## config.mk

```make
export PLATFORM = sky130hd
export DESIGN_NAME = ivp_top
export DESIGN_NICKNAME = d
export VERILOG_FILES = /design/src/hw/ivp_pkg.sv /design/src/hw/ivp_slot_code.sv /design/src/hw/ivp_resolve.sv /design/src/hw/ivp_top.sv
export SDC_FILE = /design/constraint.sdc
export NUM_CORES = 1
export LEC_CHECK = 0
export ABC_AREA = 0
export BUFFER_PORTS_ARGS = -buffer_cell sky130_fd_sc_hd__buf_4
export CORE_ASPECT_RATIO = 0.75
export CORE_MARGIN = 1
export CORE_UTILIZATION = 38
export CTS_CLUSTER_SIZE = 28
export DETAILED_ROUTE_END_ITERATION = 12
export MAX_ROUTING_LAYER = met4
export SLEW_MARGIN = 20
export SYNTH_ARGS = -nofsm -noshare
export SYNTH_HDL_FRONTEND = slang
export SYNTH_HIERARCHICAL = 1
export SYNTH_SLANG_ARGS = --single-unit
```

## constraint.sdc

```tcl
create_clock -name core_clk_i -period 5.4 [get_ports core_clk_i]
set_input_delay 1.62 -clock core_clk_i [delete_from_list [all_inputs] [get_ports core_clk_i]]
set_output_delay 1.62 -clock core_clk_i [all_outputs]
set_load 0.02 [all_outputs]
```

## src/hw/ivp_pkg.sv

```systemverilog
// Constants for the interrupt vector and priority map.
// Assumes a single 100 MHz core clock; no software-reachable registers.
`default_nettype none
package ivp_pkg;
   localparam int unsigned SLOT_FIRST = 23;
   localparam int unsigned SLOT_LAST  = 61;
   localparam int unsigned NUM_SLOTS  = 39;
   localparam int unsigned SLOT_W     = 6;
   localparam int unsigned LEVEL_W    = 3;
   localparam int unsigned CODE_W     = 16;
   localparam int unsigned ADDR_W     = 32;

   localparam logic [CODE_W-1:0] CODE_BASE = 16'h0080;
   localparam logic [CODE_W-1:0] CODE_STEP = 16'h0010;
   localparam logic [CODE_W-1:0] CODE_PIN_NMI = 16'h0010;
   localparam logic [CODE_W-1:0] CODE_WDT_NMI = 16'h0020;
   localparam logic [CODE_W-1:0] CODE_ILLEGAL = 16'h0060;
   localparam logic [CODE_W-1:0] CODE_TRAP0   = 16'h0040;
   localparam logic [CODE_W-1:0] CODE_TRAP1   = 16'h0050;
   localparam logic [ADDR_W-1:0] ADDR_TRAP0   = 32'h0000_0040;
   localparam logic [ADDR_W-1:0] ADDR_TRAP1   = 32'h0000_0050;
   localparam logic [ADDR_W-1:0] ILLEGAL_PC_BACK = 32'h0000_0004;

   localparam int unsigned SLOT_TIMER4_MATCH0 = 27;
   localparam int unsigned SLOT_SERIAL0_RX    = 33;
   localparam int unsigned SLOT_SERIAL0_TX    = 34;
   localparam int unsigned SLOT_UART0_RX      = 41;
   localparam int unsigned SLOT_UART1_TX      = 44;
   localparam int unsigned SLOT_UART2_TX      = 46;
   localparam int unsigned SLOT_UARTC_TX      = 61;
   localparam int unsigned SLOT_VARIANT_FIRST = 55;

   typedef enum logic [2:0] {
      IVP_KIND_NONE,
      IVP_KIND_PIN_NMI,
      IVP_KIND_WDT_NMI,
      IVP_KIND_MASKABLE,
      IVP_KIND_TRAP,
      IVP_KIND_ILLEGAL
   } ivp_kind_type;
endpackage
`default_nettype wire

```

## src/hw/ivp_slot_code.sv

```systemverilog
// Maps a default-priority slot to its exception code and handler address.
// Assumes the slot lies in the maskable range; code rises by 10H per slot.
`default_nettype none
module ivp_slot_code (
   // Slot in
   input  wire logic [ivp_pkg::SLOT_W-1:0] slot_i,
   // Code and address out
   output logic      [ivp_pkg::CODE_W-1:0] code_o,
   output logic      [ivp_pkg::ADDR_W-1:0] addr_o
);
   logic [ivp_pkg::CODE_W-1:0] slot_ext;
   always_comb begin
      slot_ext = {{(ivp_pkg::CODE_W-ivp_pkg::SLOT_W){1'b0}}, slot_i};
      code_o   = ivp_pkg::CODE_BASE + (slot_ext << 4);
      addr_o   = {{(ivp_pkg::ADDR_W-ivp_pkg::CODE_W){1'b0}}, code_o};
   end
endmodule
`default_nettype wire

```

## src/hw/ivp_resolve.sv

```systemverilog
// Picks the pending maskable slot with best level, then smallest number.
// Assumes requests are already masked by their owners.
`default_nettype none
module ivp_resolve (
   // Requests and levels, index 0 is slot 23
   input  wire logic [ivp_pkg::NUM_SLOTS-1:0]                      req_i,
   input  wire logic [ivp_pkg::NUM_SLOTS-1:0][ivp_pkg::LEVEL_W-1:0] level_i,
   // Winner
   output logic                                                    any_o,
   output logic      [ivp_pkg::SLOT_W-1:0]                         slot_o,
   output logic      [ivp_pkg::LEVEL_W-1:0]                        level_o
);
   always_comb begin
      any_o   = 1'b0;
      slot_o  = '0;
      level_o = '1;
      // Scan downward so a smaller slot wins a tie
      for (int i = ivp_pkg::NUM_SLOTS-1; i >= 0; i--) begin
         if (req_i[i] && (!any_o || level_i[i] <= level_o)) begin
            any_o   = 1'b1;
            slot_o  = ivp_pkg::SLOT_W'(i + ivp_pkg::SLOT_FIRST);
            level_o = level_i[i];
         end
      end
   end
endmodule
`default_nettype wire

```

## src/hw/ivp_top.sv

```systemverilog
// Vector and priority map for maskable slots 23..61 and the two NMIs.
// Assumes synchronous request levels; the core pulses accept_i when it takes the offered event.
`default_nettype none
module ivp_top #(
   parameter bit VARIANT_PRESENT = 1'b1
) (
   // Clock and reset
   input  wire logic                                              core_clk_i,
   input  wire logic                                              reset_n_i,
   // Dedicated request lines, one per slot, index 0 is slot 23
   input  wire logic [ivp_pkg::NUM_SLOTS-1:0]                     slot_req_i,
   input  wire logic [ivp_pkg::NUM_SLOTS-1:0][ivp_pkg::LEVEL_W-1:0] slot_level_i,
   // Alternate members of shared slots
   input  wire logic                                              twowire1_done_request_i,
   input  wire logic                                              serial4_receive_request_i,
   input  wire logic                                              alt23_request_i,
   input  wire logic                                              alt25_request_i,
   input  wire logic                                              alt42_request_i,
   input  wire logic                                              alt43_request_i,
   input  wire logic                                              alt45_request_i,
   input  wire logic                                              alt53_request_i,
   input  wire logic                                              alt54_request_i,
   // Non-maskable and core-side events
   input  wire logic                                              pin_nmi_request_i,
   input  wire logic                                              watchdog_nonmask_request_i,
   input  wire logic                                              trap_i,
   input  wire logic [4:0]                                        trap_vector_i,
   input  wire logic                                              illegal_opcode_trap_i,
   input  wire logic [ivp_pkg::ADDR_W-1:0]                        fault_pc_i,
   input  wire logic                                              maskable_enable_i,
   input  wire logic                                              accept_i,
   // Offer to the core
   output logic                                                   offer_valid_o,
   output ivp_pkg::ivp_kind_type                                  offer_kind_o,
   output logic      [ivp_pkg::CODE_W-1:0]                        offer_code_o,
   output logic      [ivp_pkg::ADDR_W-1:0]                        offer_addr_o,
   output logic      [ivp_pkg::LEVEL_W-1:0]                       offer_level_o,
   // Taken state
   output logic      [ivp_pkg::CODE_W-1:0]                        maskable_cause_field_o,
   output logic      [ivp_pkg::CODE_W-1:0]                        nonmask_cause_field_o,
   output logic      [ivp_pkg::ADDR_W-1:0]                        saved_pc_o,
   output logic                                                   taken_o
);
   typedef struct packed {
      logic [ivp_pkg::CODE_W-1:0] maskable_cause_field;
      logic [ivp_pkg::CODE_W-1:0] nonmask_cause_field;
      logic [ivp_pkg::ADDR_W-1:0] saved_pc;
      logic                       taken;
      ivp_pkg::ivp_kind_type      kind;
      logic [ivp_pkg::CODE_W-1:0] code;
      logic [ivp_pkg::ADDR_W-1:0] addr;
      logic [ivp_pkg::LEVEL_W-1:0] level;
   } ivp_state_type;

   ivp_state_type state;
   ivp_state_type next_state;

   logic [ivp_pkg::NUM_SLOTS-1:0] merged_req;
   logic [ivp_pkg::NUM_SLOTS-1:0] alt_req;
   logic                          win_any;
   logic [ivp_pkg::SLOT_W-1:0]    win_slot;
   logic [ivp_pkg::LEVEL_W-1:0]   win_level;
   logic [ivp_pkg::CODE_W-1:0]    win_code;
   logic [ivp_pkg::ADDR_W-1:0]    win_addr;

   // Alternate members folded onto their shared slots
   always_comb begin
      alt_req = '0;
      alt_req[ivp_pkg::SLOT_SERIAL0_RX-ivp_pkg::SLOT_FIRST] = twowire1_done_request_i;
      alt_req[ivp_pkg::SLOT_UART0_RX-ivp_pkg::SLOT_FIRST]   = serial4_receive_request_i;
      alt_req[42-ivp_pkg::SLOT_FIRST] = alt42_request_i;
      alt_req[43-ivp_pkg::SLOT_FIRST] = alt43_request_i;
      alt_req[45-ivp_pkg::SLOT_FIRST] = alt45_request_i;
      alt_req[23-ivp_pkg::SLOT_FIRST] = alt23_request_i && VARIANT_PRESENT;
      alt_req[25-ivp_pkg::SLOT_FIRST] = alt25_request_i && VARIANT_PRESENT;
      alt_req[53-ivp_pkg::SLOT_FIRST] = alt53_request_i && VARIANT_PRESENT;
      alt_req[54-ivp_pkg::SLOT_FIRST] = alt54_request_i && VARIANT_PRESENT;
   end

   // Slot requests: dedicated line OR shared member, variant slots gated
   genvar g;
   generate
      for (g = 0; g < ivp_pkg::NUM_SLOTS; g++) begin : gen_slot
         if (g + ivp_pkg::SLOT_FIRST >= ivp_pkg::SLOT_VARIANT_FIRST) begin : gen_var
            assign merged_req[g] = slot_req_i[g] && VARIANT_PRESENT;
         end else begin : gen_fix
            assign merged_req[g] = slot_req_i[g] || alt_req[g];
         end
      end
   endgenerate

   ivp_resolve u_resolve (
      .req_i   (merged_req),
      .level_i (slot_level_i),
      .any_o   (win_any),
      .slot_o  (win_slot),
      .level_o (win_level)
   );

   // Slots 27, 33, 34, 41, 44, 46 and 61 follow the uniform code ladder
   ivp_slot_code u_code (
      .slot_i (win_slot),
      .code_o (win_code),
      .addr_o (win_addr)
   );

   always_comb begin
      next_state       = state;
      next_state.taken = 1'b0;
      // Fixed order: watchdog NMI, pin NMI, illegal, trap, maskable
      if (watchdog_nonmask_request_i) begin
         next_state.kind = ivp_pkg::IVP_KIND_WDT_NMI;
         next_state.code = ivp_pkg::CODE_WDT_NMI;
         next_state.addr = {16'h0000, ivp_pkg::CODE_WDT_NMI};
      end else if (pin_nmi_request_i) begin
         next_state.kind = ivp_pkg::IVP_KIND_PIN_NMI;
         next_state.code = ivp_pkg::CODE_PIN_NMI;
         next_state.addr = {16'h0000, ivp_pkg::CODE_PIN_NMI};
      end else if (illegal_opcode_trap_i) begin
         next_state.kind = ivp_pkg::IVP_KIND_ILLEGAL;
         next_state.code = ivp_pkg::CODE_ILLEGAL;
         next_state.addr = {16'h0000, ivp_pkg::CODE_ILLEGAL};
      end else if (trap_i) begin
         next_state.kind = ivp_pkg::IVP_KIND_TRAP;
         next_state.code = (trap_vector_i[4] ? ivp_pkg::CODE_TRAP1 : ivp_pkg::CODE_TRAP0)
                           | {12'h000, trap_vector_i[3:0]};
         next_state.addr = trap_vector_i[4] ? ivp_pkg::ADDR_TRAP1 : ivp_pkg::ADDR_TRAP0;
      end else if (win_any && maskable_enable_i) begin
         next_state.kind = ivp_pkg::IVP_KIND_MASKABLE;
         next_state.code = win_code;
         next_state.addr = win_addr;
      end else begin
         next_state.kind = ivp_pkg::IVP_KIND_NONE;
         next_state.code = '0;
         next_state.addr = '0;
      end
      next_state.level = win_level;
      // Acceptance applies to what was offered last cycle
      if (accept_i && state.kind != ivp_pkg::IVP_KIND_NONE) begin
         next_state.taken = 1'b1;
         case (state.kind)
            ivp_pkg::IVP_KIND_WDT_NMI,
            ivp_pkg::IVP_KIND_PIN_NMI: begin
               next_state.nonmask_cause_field = state.code;
               next_state.saved_pc            = fault_pc_i;
            end
            ivp_pkg::IVP_KIND_ILLEGAL: begin
               next_state.maskable_cause_field = state.code;
               next_state.saved_pc = fault_pc_i + ivp_pkg::ILLEGAL_PC_BACK;
            end
            ivp_pkg::IVP_KIND_TRAP,
            ivp_pkg::IVP_KIND_MASKABLE: begin
               next_state.maskable_cause_field = state.code;
               next_state.saved_pc             = fault_pc_i;
            end
            default: begin
               next_state.taken = 1'b0;
            end
         endcase
      end
   end

   always_ff @(posedge core_clk_i or negedge reset_n_i) begin
      if (!reset_n_i) begin
         state <= '0;
      end else begin
         state <= next_state;
      end
   end

   assign offer_valid_o          = state.kind != ivp_pkg::IVP_KIND_NONE;
   assign offer_kind_o           = state.kind;
   assign offer_code_o           = state.code;
   assign offer_addr_o           = state.addr;
   assign offer_level_o          = state.level;
   assign maskable_cause_field_o = state.maskable_cause_field;
   assign nonmask_cause_field_o  = state.nonmask_cause_field;
   assign saved_pc_o             = state.saved_pc;
   assign taken_o                = state.taken;
endmodule
`default_nettype wire

```

==> flow_summary.yaml <==
status:
  status: "finished with violations"
  violations: "setup timing"
detailed_routing:
  routed_wl_mm: 49.5
  vias_per_cell: 5.37
  num_vias: 14496
  drt_pass1_iterations: 5
  drtAntennaViolNets: 0
  drt_iter0_drc: 969
  avgRoutedWirePerCell_um: 18.3
  drc: 0
sta:
  fin_ws_ps: -42500
  period_share_pct: 887
  max_freq_mhz: 20.9
  tightest_slew_ps: 1060
  fin_skew_ps: 9.83
  setup_violations: 17
  hold_viol_final: 0
  rsz0062_at_grt: "true"
  min_period_ps: 47900
  max_slew_margin_pct: 28.8
  slew_viol_final: 0
floorplan:
  die_y_um: 153
  die_area_um2: 31100
  num_rows: 54
  start_util_pct: 39.2
  die_w_um: 203
  core_area_um2: 29500
  ios: 330
clock_tree:
  cts_tree: "yes"
  cts_root_buffer: "clkbuf_16"
  hold_buffers: 0
  clk_pin_slew_worst_paths_ps: 60
  cts-htree-levels: 4
  clk_latency_ps: 410
  clock_sinks: 119
  clock_path_buffers: 2
  numCtsBuffers: 17
synthesis:
  ys_seq_elements: 119
  yosysTopAreaCell: "dfrtp_1"
  ys_types: 101
  synth_edf_count: 0
  netlist_area_um2: 11500
  async_reset_ff_share_pct: 100
  synth_top_area_share_pct: 25.8
  yosysSeqAreaShare_pct: 25.8
  synth_area_leaders: "dfrtp_1 (26%), ha_1 (13%), mux2_2 (4.5%), inv_1 (3.5%), o21ai_0 (3.4%)"
  syn-instance-count: 1376
  syn_area_per_cell_um2: 8.39
  ys.flop_type: "dfrtp_1"
  ys.warnings.count: 6
layout:
  fin_cells: 2699
  most-common-layout-cells: "buf_4 (925), dfrtp_1 (119), inv_1 (89)"
  fin_area_um2: 21500
  drive_gt1_share_pct: 60.3
  fill_cells: 2108
  multi_input_comb_area_um2: 9810
  nets: 2618
  areaGrowthSynthToFinish_pct: 86.7
  layout_commonest_cell: "buf_4"
  regArea_um2: 2980
worst_setup_path:
  critPathLaunchType: "primary input"
  r2r-end: "saved_pc_o[4]"
  slowest_stage: "a222oi_1"
  cp.arrival_ps: 48240
  worst-path-max-fanout: 7
  cp-end-kind: "register"
  cp.required_ps: 5740
  critPathMaxStageDelay_ps: 400
  setup.worst_path.start: "slot_req_i[38]"
  critPathKind: "in2reg"
  r2r_cells: 5
  crit_end: "offer_code_o[9]"
  rrSetupSlack_ps: 3030
  r2r_start: "offer_kind_o[1]"
  cpMostUsedCell: "buf_4"
placement:
  port_buffers: 329
  dpl-instance-area_um2: 17600
  place_hpwl_mm: 35.1
  gp_congestion: 0.942
  dp_cells: 2431
grt:
  grt_start_max_net_pins: 50
  grt_pass1_wl_mm: 73.6
  gr-total-overflow: 0
  antenna_found_initial: 2
  grt_usage_pct: 30.6
  grt_pass1_vias: 14084
worst_hold_path:
  holdCritPathClass: "reg2reg"
flow_run:
  max-cap-violations: 0
[Yosys cell counts (all sizes together), types with 5 or more instances]
cell	n
a211oi	13
nand2b	11
a21oi	53
nor2	100
ha	116
or3	5
and3	16
a22oi	5
clkbuf	27
mux2	47
a31oi	44
o22ai	9
o21ai	107
nor2b	32
nand2	89
nor3b	9
nand3	49
dfrtp	119
o211ai	17
a32oi	8
a31o	6
nor4	15
o2111ai	6
o21a	29
and4	5
a221oi	6
or2	15
mux2i	19
nand4	12
inv	112
a21boi	12
o31ai	28
a21o	18
nor3	19
or4	20
o311ai	11
buf	58
and2	54
[critical path, delay by kind of cell]
kind / cells / cell delay, ps
AOI/OAI and AO/OA: 121 / 20020
xor gates and xnor gates: 1 / 130
and+or+nand+nor: 72 / 9130
adders and majority gates: 36 / 9270
muxes: 7 / 1930
buffers and inverters: 53 / 6090
[how the worst min path moves through the flow]
stage	cells after the start	slack, ps	end	startpoint
after detailed placement	2	470	saved_pc_o[0]	saved_pc_o[0]
after floorplan	2	590	saved_pc_o[0]	saved_pc_o[0]
after global placement	2	470	saved_pc_o[1]	saved_pc_o[1]
after CTS	2	480	saved_pc_o[0]	saved_pc_o[0]
final	2	480	saved_pc_o[0]	saved_pc_o[0]
after global routing	2	510	saved_pc_o[1]	saved_pc_o[1]
[layout make-up]
cell class	count	share of cell area [%]
multi-input combinational	1092	45.5
clock buffer	17	1.97
sequential	119	13.8
clock inverter	15	0.772
tap	392	2.28
timing repair buffer	949	33.6
inverter	113	2.02
antenna	2	0.0232
[kinds of logic (layout without fill, tap and decap cells)]
family                     after synthesis  after routing  synth area share [%]
adders and majority gates              116            116                  12.6
other                                    1             36                0.0325
and+or+nand+nor                        459            459                  21.6
xor gates and xnor gates                 8              8                 0.607
buffers and inverters                  198           1094                  8.17
muxes                                   66             66                  6.23
AOI/OAI and AO/OA                      409            409                  25.0
DFF                                    119            119                  25.8
[state kept, by name, indices dropped and copies added, names as in the netlist]
register / flops
saved_pc_o: 32
maskable_cause_field_o: 16
taken_o: 1
offer_code_o: 16
nonmask_cause_field_o: 16
offer_level_o: 3
offer_addr_o: 32
offer_kind_o: 3
[stage by stage]
step / setup WS [ps] / utilization (%) / TNS [ps] / hold WS (ps)
after global routing: -44690 / 73.1 / -758000 / 512
after detailed placement: -42920 / 59.8 / -729330 / 470
after floorplan: -41180 / - / -695620 / 589
final: -42500 / 73.1 / -720860 / 483
after global placement: -41700 / 59.8 / -708420 / 466
after CTS: -40770 / 69.2 / -691470 / 484
[repair_timing]
action,CTS,global route
gates resized for setup,142,180
pin swaps,137,168
gates cloned,1,0
setup endpoints to repair,17,19
buffers inserted,194,42
[per-layer routing]
| metal | vias to the layer above | wire length, um | track usage, % |
|---|---|---|---|
| met5 | - | 0 | - |
| met4 | 0 | 1670 | 9.77 |
| met3 | 132 | 3440 | 4.52 |
| met2 | 658 | 22500 | 47.9 |
| met1 | 6860 | 21800 | 40.4 |
| li1 | 6846 | - | - |
Power is not shown: default switching activity piles up to over one toggle a cycle in this logic, so the estimate is an artifact.
